### src/logic/flag_pkg.sv
// package: register map, field positions and carrier types of the status-flag block
package flag_pkg;
	// register indices (printed offsets are not all multiples of four)
	localparam logic [7:0] TASK1_STATUS_IDX = 8'h0B;
	localparam logic [7:0] TASK2_STATUS_IDX = 8'h0D;
	localparam logic [7:0] AXIS1_STATUS_IDX = 8'h10;
	localparam logic [7:0] AXIS2_STATUS_IDX = 8'h13;
	// own control, config and error register indices
	localparam logic [7:0] TASK1_CTRL_IDX = 8'h20;
	localparam logic [7:0] TASK2_CTRL_IDX = 8'h21;
	localparam logic [7:0] AXIS1_CTRL_IDX = 8'h22;
	localparam logic [7:0] AXIS2_CTRL_IDX = 8'h23;
	localparam logic [7:0] CONFIG_IDX = 8'h24;
	localparam logic [7:0] ERROR_IDX = 8'h25;
	localparam int ADDR_SHIFT = 2;

	// task status word fields
	localparam int TSK_ADDR_DONE_BIT = 12;
	localparam int TSK_TEACH_DONE_BIT = 13;
	localparam int TSK_TEACH_ERR_BIT = 14;
	localparam int TSK_ADDR_OVER_BIT = 15;
	// axis status word fields
	localparam int AX_REF_ORIGIN_BIT = 0;
	localparam int AX_BUSY_BIT = 1;
	localparam int AX_SERVO_LOCK_BIT = 2;
	localparam int AX_NO_ORIGIN_BIT = 3;
	localparam int AX_OPERATING_BIT = 4;
	localparam int AX_POS_DONE_BIT = 5;

	// task control register fields
	localparam int TC_TEACH_BIT = 0;
	localparam int TC_ADDR_SET_BIT = 1;
	localparam int TC_ADDR_LSB = 16;
	localparam int TC_ADDR_MSB = 26;
	// config register fields
	localparam int CFG_POS_ADDR_LSB = 0;
	localparam int CFG_POS_ADDR_MSB = 10;
	localparam int CFG_ORIGIN_AT_PON_BIT = 16;
	localparam int CFG_ABS_AXIS1_BIT = 17;
	localparam int CFG_ABS_AXIS2_BIT = 18;

	localparam logic [10:0] TEACH_ADDR_MAX = 11'h7CF;
	localparam int NUM_MANUAL_CMDS = 9;
	localparam logic [15:0] WORD_RESET = 16'h0000;

	// manual command bits of an axis control register, one-hot
	typedef enum logic [3:0] {
		CMD_ORIGIN_SEARCH,
		CMD_ORIGIN_RETURN,
		CMD_JOG,
		CMD_SERVO_LOCK,
		CMD_SERVO_FREE,
		CMD_POS_PRESET,
		CMD_ABS_INIT,
		CMD_ABS_SOFT_RESET,
		CMD_PULSE_GEN
	} manual_cmd_type;
	localparam int AC_START_POS_BIT = 16;
	localparam int AC_UNDEFINE_BIT = 17;
	localparam int AC_COORD_CHANGE_BIT = 18;

	// motion-core events for one axis
	typedef struct packed {
		logic at_ref_origin;
		logic in_position;
		logic target_reached;
		logic moving;
		logic interrupted;
		logic search_ok;
		logic search_fault;
		logic abs_read_ok;
		logic abs_read_fail;
		logic preset_done;
	} axis_event_type;

	typedef struct packed {
		logic busy;
		manual_cmd_type cmd;
		logic servo_lock;
		logic no_origin;
		logic operating;
		logic pos_done;
		logic positioning;
	} axis_state_type;

	typedef struct packed {
		logic teach_done;
		logic addr_done;
		logic teach_err;
		logic addr_over;
	} task_state_type;

	typedef struct packed {
		logic pready;
		logic [31:0] prdata;
		logic pslverr;
	} apb_resp_type;
endpackage : flag_pkg

### src/logic/status_flags.sv
// status-flag logic for two teach tasks and two axes, APB register access
//
// Chosen here: register access over APB.
`timescale 1ns/1ps
// Operation
// [RULE_01] teaching error also sets teaching completed and address-set completed together
// [RULE_02] teach with origin unfixed or address above 1999 is a teaching error
// [RULE_03] teaching error clears only on a later error-free teach or address set
// [RULE_04] teach with position address out of range sets address over and teaching completed
// [RULE_05] address over clears on next normal address set or teach
// [RULE_06] reference origin flag follows at-origin and in-position
// [RULE_07] busy rises while any of nine manual commands executes
// [RULE_08] busy holds until the command bit drops; host must drop it
// [RULE_09] while busy, further manual commands are refused
// [RULE_10] servo lock flag shows servo lock active
// [RULE_11] positioning start without servo lock reports an error
// [RULE_12] no-origin set at power-up, abs read fail, search fault, undefine function
// [RULE_13] no-origin cleared by abs read, origin at power-up, search, preset, coordinate change
// [RULE_14] origin return while no-origin set reports an error
// [RULE_15] operating flag follows movement command output
// [RULE_16] positioning completed sets at target inside in-position range
// [RULE_17] positioning completed stays latched until next positioning starts
// [RULE_18] interrupted positioning inside range still sets completed
// [RULE_19] pulse-generator operation sets completed whenever in position
// [RULE_20] positioning start clears completed as operating rises
// [RULE_21] six axis flags in bits 0 to 5 of each axis word
// [RULE_22] teaching error bit 14, address over bit 15 in each task word
// [RULE_23] teaching completed clears when teach request drops
module status_flags (
	// clock and reset
	input wire logic clk_in,
	input wire logic reset_n_in,
	// apb slave
	input wire logic psel_in,
	input wire logic penable_in,
	input wire logic pwrite_in,
	input wire logic [31:0] paddr_in,
	input wire logic [31:0] pwdata_in,
	output logic pready_out,
	output logic [31:0] prdata_out,
	output logic pslverr_out,
	// motion core events, same clock
	input flag_pkg::axis_event_type axis_event_in [2],
	// axis drive outputs
	output logic [1:0] run_cmd_out,
	output logic [1:0] servo_loop_out
);
	typedef struct packed {
		flag_pkg::task_state_type [1:0] tsk;
		flag_pkg::axis_state_type [1:0] ax;
		logic [1:0][31:0] tctrl;
		logic [1:0][31:0] actrl;
		logic [31:0] cfg;
		logic [1:0] origin_ret_err;
		logic [1:0] servo_off_err;
		logic [1:0] refused;
		logic pon_pending;
		flag_pkg::apb_resp_type resp;
	} state_type;

	state_type cur_ff;
	state_type nxt_cur;

	function automatic logic [15:0] task_word(input flag_pkg::task_state_type t);
		logic [15:0] w;
		w = flag_pkg::WORD_RESET;
		w[flag_pkg::TSK_ADDR_DONE_BIT] = t.addr_done;
		w[flag_pkg::TSK_TEACH_DONE_BIT] = t.teach_done;
		w[flag_pkg::TSK_TEACH_ERR_BIT] = t.teach_err; // RULE_22
		w[flag_pkg::TSK_ADDR_OVER_BIT] = t.addr_over; // RULE_22
		return w;
	endfunction : task_word

	function automatic logic [15:0] axis_word(input flag_pkg::axis_state_type a, input logic at_ref);
		logic [15:0] w;
		w = flag_pkg::WORD_RESET;
		w[flag_pkg::AX_REF_ORIGIN_BIT] = at_ref; // RULE_21
		w[flag_pkg::AX_BUSY_BIT] = a.busy; // RULE_21
		w[flag_pkg::AX_SERVO_LOCK_BIT] = a.servo_lock; // RULE_21
		w[flag_pkg::AX_NO_ORIGIN_BIT] = a.no_origin; // RULE_21
		w[flag_pkg::AX_OPERATING_BIT] = a.operating; // RULE_21
		w[flag_pkg::AX_POS_DONE_BIT] = a.pos_done; // RULE_21
		return w;
	endfunction : axis_word

	logic [1:0] ref_flag;
	logic wr_en;
	logic rd_en;
	logic [7:0] reg_idx;
	logic [31:0] rd_data;
	logic idx_ok;

	always_comb begin
		for (int i = 0; i < 2; i++) begin
			ref_flag[i] = axis_event_in[i].at_ref_origin & axis_event_in[i].in_position; // RULE_06
		end
		reg_idx = paddr_in[9:2];
		wr_en = psel_in & penable_in & pwrite_in;
		rd_en = psel_in & ~pwrite_in;
		idx_ok = 1'b1;
		rd_data = 32'h0000_0000;
		unique case (reg_idx)
			flag_pkg::TASK1_STATUS_IDX: rd_data = {16'h0000, task_word(cur_ff.tsk[0])};
			flag_pkg::TASK2_STATUS_IDX: rd_data = {16'h0000, task_word(cur_ff.tsk[1])};
			flag_pkg::AXIS1_STATUS_IDX: rd_data = {16'h0000, axis_word(cur_ff.ax[0], ref_flag[0])};
			flag_pkg::AXIS2_STATUS_IDX: rd_data = {16'h0000, axis_word(cur_ff.ax[1], ref_flag[1])};
			flag_pkg::TASK1_CTRL_IDX: rd_data = cur_ff.tctrl[0];
			flag_pkg::TASK2_CTRL_IDX: rd_data = cur_ff.tctrl[1];
			flag_pkg::AXIS1_CTRL_IDX: rd_data = cur_ff.actrl[0];
			flag_pkg::AXIS2_CTRL_IDX: rd_data = cur_ff.actrl[1];
			flag_pkg::CONFIG_IDX: rd_data = cur_ff.cfg;
			flag_pkg::ERROR_IDX: rd_data = {26'h0, cur_ff.refused, cur_ff.servo_off_err,
				cur_ff.origin_ret_err};
			default: idx_ok = 1'b0;
		endcase
	end

	always_comb begin
		logic [31:0] tc;
		logic [31:0] ac;
		logic teach_rise;
		logic addr_rise;
		logic [10:0] taddr;
		logic pos_over;
		logic any_cmd_rise;
		logic cmd_bit;
		logic start_pos;
		logic is_abs;
		logic [15:0] cmd_rise;
		nxt_cur = cur_ff;
		tc = 32'h0000_0000;
		ac = 32'h0000_0000;
		teach_rise = 1'b0;
		addr_rise = 1'b0;
		taddr = 11'h000;
		pos_over = 1'b0;
		any_cmd_rise = 1'b0;
		cmd_bit = 1'b0;
		start_pos = 1'b0;
		is_abs = 1'b0;
		cmd_rise = 16'h0000;
		// apb register writes
		if (wr_en) begin
			unique case (reg_idx)
				flag_pkg::TASK1_CTRL_IDX: nxt_cur.tctrl[0] = pwdata_in;
				flag_pkg::TASK2_CTRL_IDX: nxt_cur.tctrl[1] = pwdata_in;
				flag_pkg::AXIS1_CTRL_IDX: nxt_cur.actrl[0] = pwdata_in;
				flag_pkg::AXIS2_CTRL_IDX: nxt_cur.actrl[1] = pwdata_in;
				flag_pkg::CONFIG_IDX: nxt_cur.cfg = pwdata_in;
				flag_pkg::ERROR_IDX: begin
					// write one to clear error bits
					nxt_cur.origin_ret_err = cur_ff.origin_ret_err & ~pwdata_in[1:0];
					nxt_cur.servo_off_err = cur_ff.servo_off_err & ~pwdata_in[3:2];
					nxt_cur.refused = cur_ff.refused & ~pwdata_in[5:4];
				end
				default: ;
			endcase
		end
		pos_over = cur_ff.cfg[flag_pkg::CFG_POS_ADDR_MSB:flag_pkg::CFG_POS_ADDR_LSB] > flag_pkg::TEACH_ADDR_MAX;
		// teaching tasks act on edges of the control bits
		for (int t = 0; t < 2; t++) begin
			tc = nxt_cur.tctrl[t];
			teach_rise = tc[flag_pkg::TC_TEACH_BIT] & ~cur_ff.tctrl[t][flag_pkg::TC_TEACH_BIT];
			addr_rise = tc[flag_pkg::TC_ADDR_SET_BIT] & ~cur_ff.tctrl[t][flag_pkg::TC_ADDR_SET_BIT];
			taddr = tc[flag_pkg::TC_ADDR_MSB:flag_pkg::TC_ADDR_LSB];
			// done flags drop on the falling edge of their request bit, so error-set flags stay visible
			if (!tc[flag_pkg::TC_TEACH_BIT] && cur_ff.tctrl[t][flag_pkg::TC_TEACH_BIT])
				nxt_cur.tsk[t].teach_done = 1'b0; // RULE_23
			if (!tc[flag_pkg::TC_ADDR_SET_BIT] && cur_ff.tctrl[t][flag_pkg::TC_ADDR_SET_BIT])
				nxt_cur.tsk[t].addr_done = 1'b0;
			if (teach_rise) begin
				nxt_cur.tsk[t].teach_done = 1'b1;
				if (pos_over) begin
					nxt_cur.tsk[t].addr_over = 1'b1; // RULE_04
				end else if (cur_ff.ax[0].no_origin | cur_ff.ax[1].no_origin) begin
					nxt_cur.tsk[t].teach_err = 1'b1; // RULE_02
					nxt_cur.tsk[t].addr_done = 1'b1; // RULE_01
				end else begin
					nxt_cur.tsk[t].teach_err = 1'b0; // RULE_03
					nxt_cur.tsk[t].addr_over = 1'b0; // RULE_05
				end
			end
			if (addr_rise) begin
				nxt_cur.tsk[t].addr_done = 1'b1;
				if (taddr > flag_pkg::TEACH_ADDR_MAX) begin
					nxt_cur.tsk[t].teach_err = 1'b1; // RULE_02
					nxt_cur.tsk[t].teach_done = 1'b1; // RULE_01
				end else if (!(teach_rise && (pos_over || nxt_cur.tsk[t].teach_err))) begin
					nxt_cur.tsk[t].teach_err = 1'b0; // RULE_03
					nxt_cur.tsk[t].addr_over = 1'b0; // RULE_05
				end
			end
		end
		// axes
		for (int a = 0; a < 2; a++) begin
			ac = nxt_cur.actrl[a];
			is_abs = (a == 0) ? nxt_cur.cfg[flag_pkg::CFG_ABS_AXIS1_BIT] : nxt_cur.cfg[flag_pkg::CFG_ABS_AXIS2_BIT];
			cmd_rise = ac[15:0] & ~cur_ff.actrl[a][15:0];
			any_cmd_rise = |cmd_rise[flag_pkg::NUM_MANUAL_CMDS-1:0];
			cmd_bit = ac[cur_ff.ax[a].cmd];
			if (cur_ff.ax[a].busy) begin
				if (any_cmd_rise)
					nxt_cur.refused[a] = 1'b1; // RULE_09
				if (!cmd_bit)
					nxt_cur.ax[a].busy = 1'b0; // RULE_08
			end else begin
				for (int c = flag_pkg::NUM_MANUAL_CMDS - 1; c >= 0; c--) begin
					if (cmd_rise[c]) begin
						nxt_cur.ax[a].busy = 1'b1; // RULE_07
						nxt_cur.ax[a].cmd = flag_pkg::manual_cmd_type'(c);
					end
				end
				if (cmd_rise[flag_pkg::CMD_SERVO_LOCK])
					nxt_cur.ax[a].servo_lock = 1'b1; // RULE_10
				if (cmd_rise[flag_pkg::CMD_SERVO_FREE])
					nxt_cur.ax[a].servo_lock = 1'b0; // RULE_10
				if (cmd_rise[flag_pkg::CMD_ORIGIN_RETURN] && cur_ff.ax[a].no_origin)
					nxt_cur.origin_ret_err[a] = 1'b1; // RULE_14
				if (cmd_rise[flag_pkg::CMD_POS_PRESET] && !is_abs)
					nxt_cur.ax[a].no_origin = 1'b0; // RULE_13
			end
			// no-origin: faults win over same-cycle clears
			if (!is_abs && ((axis_event_in[a].search_ok) || axis_event_in[a].preset_done
					|| (ac[flag_pkg::AC_COORD_CHANGE_BIT] && !cur_ff.actrl[a][flag_pkg::AC_COORD_CHANGE_BIT])))
				nxt_cur.ax[a].no_origin = 1'b0; // RULE_13
			if (is_abs && axis_event_in[a].abs_read_ok)
				nxt_cur.ax[a].no_origin = 1'b0; // RULE_13
			// power-up origin method is known once the first configuration arrives
			if (cur_ff.pon_pending && nxt_cur.cfg[flag_pkg::CFG_ORIGIN_AT_PON_BIT] && !is_abs)
				nxt_cur.ax[a].no_origin = 1'b0; // RULE_13
			if ((is_abs && axis_event_in[a].abs_read_fail) || axis_event_in[a].search_fault
					|| (ac[flag_pkg::AC_UNDEFINE_BIT] && !cur_ff.actrl[a][flag_pkg::AC_UNDEFINE_BIT]))
				nxt_cur.ax[a].no_origin = 1'b1; // RULE_12
			// positioning start
			start_pos = ac[flag_pkg::AC_START_POS_BIT] & ~cur_ff.actrl[a][flag_pkg::AC_START_POS_BIT];
			nxt_cur.ax[a].operating = axis_event_in[a].moving; // RULE_15
			if (start_pos) begin
				if (!cur_ff.ax[a].servo_lock) begin
					nxt_cur.servo_off_err[a] = 1'b1; // RULE_11
				end else begin
					nxt_cur.ax[a].positioning = 1'b1;
					nxt_cur.ax[a].operating = 1'b1; // RULE_20
					nxt_cur.ax[a].pos_done = 1'b0; // RULE_20
				end
			end else if (cur_ff.ax[a].positioning && axis_event_in[a].in_position
					&& (axis_event_in[a].target_reached || axis_event_in[a].interrupted)) begin
				nxt_cur.ax[a].pos_done = 1'b1; // RULE_16 RULE_18 RULE_17
				nxt_cur.ax[a].positioning = 1'b0;
			end else if (cur_ff.ax[a].busy && cur_ff.ax[a].cmd == flag_pkg::CMD_PULSE_GEN
					&& axis_event_in[a].in_position) begin
				nxt_cur.ax[a].pos_done = 1'b1; // RULE_19
			end
			if (cur_ff.ax[a].positioning && axis_event_in[a].interrupted && !axis_event_in[a].in_position)
				nxt_cur.ax[a].positioning = 1'b0;
		end
		nxt_cur.pon_pending = cur_ff.pon_pending & ~(wr_en & (reg_idx == flag_pkg::CONFIG_IDX));
		// apb answer: one wait-free access phase
		nxt_cur.resp.pready = psel_in & ~penable_in;
		nxt_cur.resp.pslverr = psel_in & ~penable_in & ~idx_ok;
		if (rd_en && !penable_in)
			nxt_cur.resp.prdata = rd_data;
	end

	always_ff @(posedge clk_in) begin
		if (!reset_n_in) begin
			cur_ff <= '0;
			cur_ff.pon_pending <= 1'b1;
			cur_ff.ax[0].no_origin <= 1'b1; // RULE_12
			cur_ff.ax[1].no_origin <= 1'b1; // RULE_12
		end else begin
			cur_ff <= nxt_cur;
		end
	end

	assign pready_out = cur_ff.resp.pready;
	assign prdata_out = cur_ff.resp.prdata;
	assign pslverr_out = cur_ff.resp.pslverr;
	always_comb begin
		for (int i = 0; i < 2; i++) begin
			run_cmd_out[i] = cur_ff.ax[i].servo_lock; // RULE_10
			servo_loop_out[i] = cur_ff.ax[i].servo_lock;
		end
	end
endmodule : status_flags

### config.mk
export PLATFORM = sky130hd
export DESIGN_NAME = status_flags
export DESIGN_NICKNAME = d
export VERILOG_FILES = /design/src/logic/flag_pkg.sv /design/src/logic/status_flags.sv
export SDC_FILE = /design/constraint.sdc
export NUM_CORES = 1
export LEC_CHECK = 0
export ABC_AREA = 1
export BUFFER_PORTS_ARGS = -buffer_cell sky130_fd_sc_hd__clkbuf_2
export CAP_MARGIN = 20
export CORE_MARGIN = 10
export CORE_UTILIZATION = 63
export CTS_BUF_LIST = sky130_fd_sc_hd__clkbuf_8 sky130_fd_sc_hd__clkbuf_16
export CTS_CLUSTER_DIAMETER = 200
export DETAILED_ROUTE_END_ITERATION = 8
export PLACE_DENSITY = 0.85
export SLEW_MARGIN = 20
export SYNTH_ARGS = -nofsm -noshare
export SYNTH_HDL_FRONTEND = slang
export SYNTH_SLANG_ARGS = --single-unit
### constraint.sdc
create_clock -name clk_in -period 2.44 [get_ports clk_in]
set_clock_uncertainty 0.15 [all_clocks]
set_input_delay 0.244 -clock clk_in [delete_from_list [all_inputs] [get_ports clk_in]]
set_output_delay 0.244 -clock clk_in [all_outputs]
set_load 0.05 [all_outputs]
==> summary.txt <==
hold depth = 3
worst-skew pair later-pin latency = 520 ps
Worst path max stage delay = 610 ps
final setup TNS = 0 ps
Post-CTS Resized = 0
antenna viol nets, final = 0
Starting Density = 0.644
Syn-to-layout area delta = 16.2%
nets = 1731
layout cells sized above 1 = 0.127
Cell Rows = 47
Clk pin slew, worst setup/hold paths = 60 ps
critical path's slowest cell = dlygate4sd3_1
clock sinks = 229
footprint of the multi-input gates = 4870 um2
routability cong. = 0.993
Synthesis Warnings = 0
core footprint = 16600 um2
Required @ worst endpoint = 2720 ps
outcome = finished clean
Setup violations, final = 0
Crit. path cell count = 11
fin worst setup slack = 241 ps
Yosys top cell by area = dfxtp_1
final hold viol count = 0
Synth top area share = 0.428
Synth Register Bits = 229
critical path peak fanout = 35
final WL = 34.1 mm
drc violations = 0
via/cell ratio = 5.91
peak supply drop = 0.000499 V
Worst path top cell family by delay = buffers and inverters
Inserted Clock Buffers = 25
Crit Path Class = input pin to register
Crit path top cell by count = buf_4
I/O pin count = 127
Wirelength per Cell = 18.1 um
hold_buf cts = 43
clk buf depth = 3
Reg power frac = 0.472
first-pass GRT wire length = 53.7 mm
Startpoint Class = input pin
Comb pwr share = 0.046
vias in the first global route = 10.4k
clock share of power = 0.482
CTS tree = yes
postcts setup bufs = 0
DRT Pass-1 Iters = 6
Leakage = 5.14 nW
# fillers = 1263
mean area per synthesized cell = 6.91 um2
Final min period = 2200 ps
Die Span Y = 150 um
number of enable flip-flop cells after synthesis = 0
Die W = 150 um
# H-tree levels = 1
Crit. End Element = register
cell internal pwr = 6.19 mW
Yosys cell types = 45
CP Cell Sequence = clkbuf_2 > nand3_2 > inv_2 > buf_4 > nand2_1 > buf_4 > nor2_1 > o31ai_1 > a21oi_1 > dlygate4sd3_1 > o21ai_1
Post-Syn Instances = 1551
HP Class = input pin to register
RSZ-0062 raised after global routing = no
final worst path period share = 0.901
switching part of the total power = 0.220
max layer used = met4
asr flop ratio synth = 0
Max Cap Viol = 0
WL met3 = 4.39 mm
metal2 WL = 15.3 mm
PwrDens = 637 nW/um2
Post-Route Utilization = 0.749
Seq/Total Area, Yosys = 0.428
ranking of synthesized cells by area = dfxtp_1 43%, nand2_1 11%, a21oi_1 9.1%, o21ai_0 6.6%, inv_1 5.6%
overall routing resource usage = 0.292
WL met1 = 13.5 mm
mapped cell area = 10700 um2
FF-to-FF path depth = 7
worst path bufs/invs = 5
starting DRC count in detailed routing = 1456
die area = 22600 um2
dpl hpwl = 23.0 mm
clk root buf = clkbuf_16
vias = 11.1k
largest net degree at the start of global routing = 102
Register Area = 4580 um2
worst slack, placed = 160 ps
grt ovf = 0
PortBufs = 102
Least-Margin Pin Slew = 850 ps
Max Fclk = 455 MHz
P_sw = 1.75 mW
Pins Over Slew Limit = 0
Post-Syn Nets = 1640
initial antenna violation count = 2
Worst Path Arrival = 2480 ps
slew margin rel. = 0.433
ys flop type = dfxtp_1
-- worst paths after layout --
check                               start                       end  slack, ps
hold reg to reg   cur_ff[44]$_SDFFE_PN0P_   cur_ff[44]$_SDFFE_PN0P_        300
hold / removal              pwdata_in[16]     cur_ff[89]$_SDFF_PN0_         20
setup reg to reg    cur_ff[78]$_SDFF_PN0_  cur_ff[204]$_SDFFE_PP1P_        520
setup / recovery                pwrite_in  cur_ff[214]$_SDFFE_PP1P_        240
-- power by group through the flow --
stage | Clock (mW) | Sequential (mW) | Combinational [mW]
floorplan | 0 | 3.84 | 0.144
global placement | 0 | 3.83 | 0.289
detailed placement | 0 | 3.83 | 0.292
CTS | 3.83 | 3.75 | 0.347
global route | 3.98 | 3.75 | 0.387
finish | 3.83 | 3.75 | 0.362
-- synthesized netlist by cell type, drive strengths merged, types with 2 or more instances --
master and n:
o31ai 4, a21oi 195, inv 164, o22ai 32
nor3 14, clkbuf 57, nor2 164, buf 62
clkinv 2, or2 3, a22o 3, dfxtp 229
a211oi 5, a31oi 4, nand2 328, nand3b 4
o211a 2, a311oi 2, o211ai 8, and2 3
nand4 18, o221ai 3, nand3 91, o21ai 149
-- layout make-up --
type	instances	share of cell area
timing repair buffer	183	0.101
multi-input combinational	1037	0.391
sequential	229	0.368
clock inverter	13	0.0110
clock buffer	30	0.0557
antenna	3	0.000602
tap	220	0.0221
inverter	166	0.0503
-- sequential cells by signal, indices dropped and copies added, names as in the netlist --
register and cells:
cur_ff 193, pslverr_out 1, run_cmd_out 2, pready_out 1, prdata_out 32
-- cell families after synthesis --
logic type             after synthesis  share of synthesized area
and+or+nand+nor                    626                      0.249
AOI/OAI and AO/OA                  411                      0.205
buffers and inverters              285                      0.118
DFF                                229                      0.428
-- layer usage --
metal / track usage / vias up
met2: 0.463 / 707
met3: 0.0681 / 99
met1: 0.391 / 5071
met4: 0.0802 / 0
li1: - / 5237
met5: 0 / -
-- worst min-delay path, delay by kind of cell --
family | cells | cell delay (ps)
AO/OA/AOI/OAI | 1 | 50
AND/OR/NAND/NOR | 1 | 140
buffers and inverters | 1 | 200
-- per-stage QoR --
stage,hold slack (ps),instance area (um2),cells,power (mW)
4_1_cts,0.0782,12500,1878,7.93
5_1_grt,32.7,12500,1880,8.12
3_5_place_dp,286,11200,1792,4.13
2_1_floorplan,213,10700,1551,3.98
3_3_place_gp,282,11200,1792,4.12
6_report,18.0,12500,1881,7.94
-- placed cells by master, fill, tap and decap left out, drive strengths merged, types with 4 or more instances in the layout --
cell type    instances
a31oi                4
nor2               164
a21oi              195
clkbuf             132
clkinv               7
nand2              328
o211ai               8
inv                168
dfxtp              229
nor3                14
o22ai               32
nand3               91
dlygate4sd3         43
nand4               18
buf                 38
nand3b               4
a211oi               5
o21ai              149
o31ai                4
Note: power is estimated with default switching activity, not from simulation.
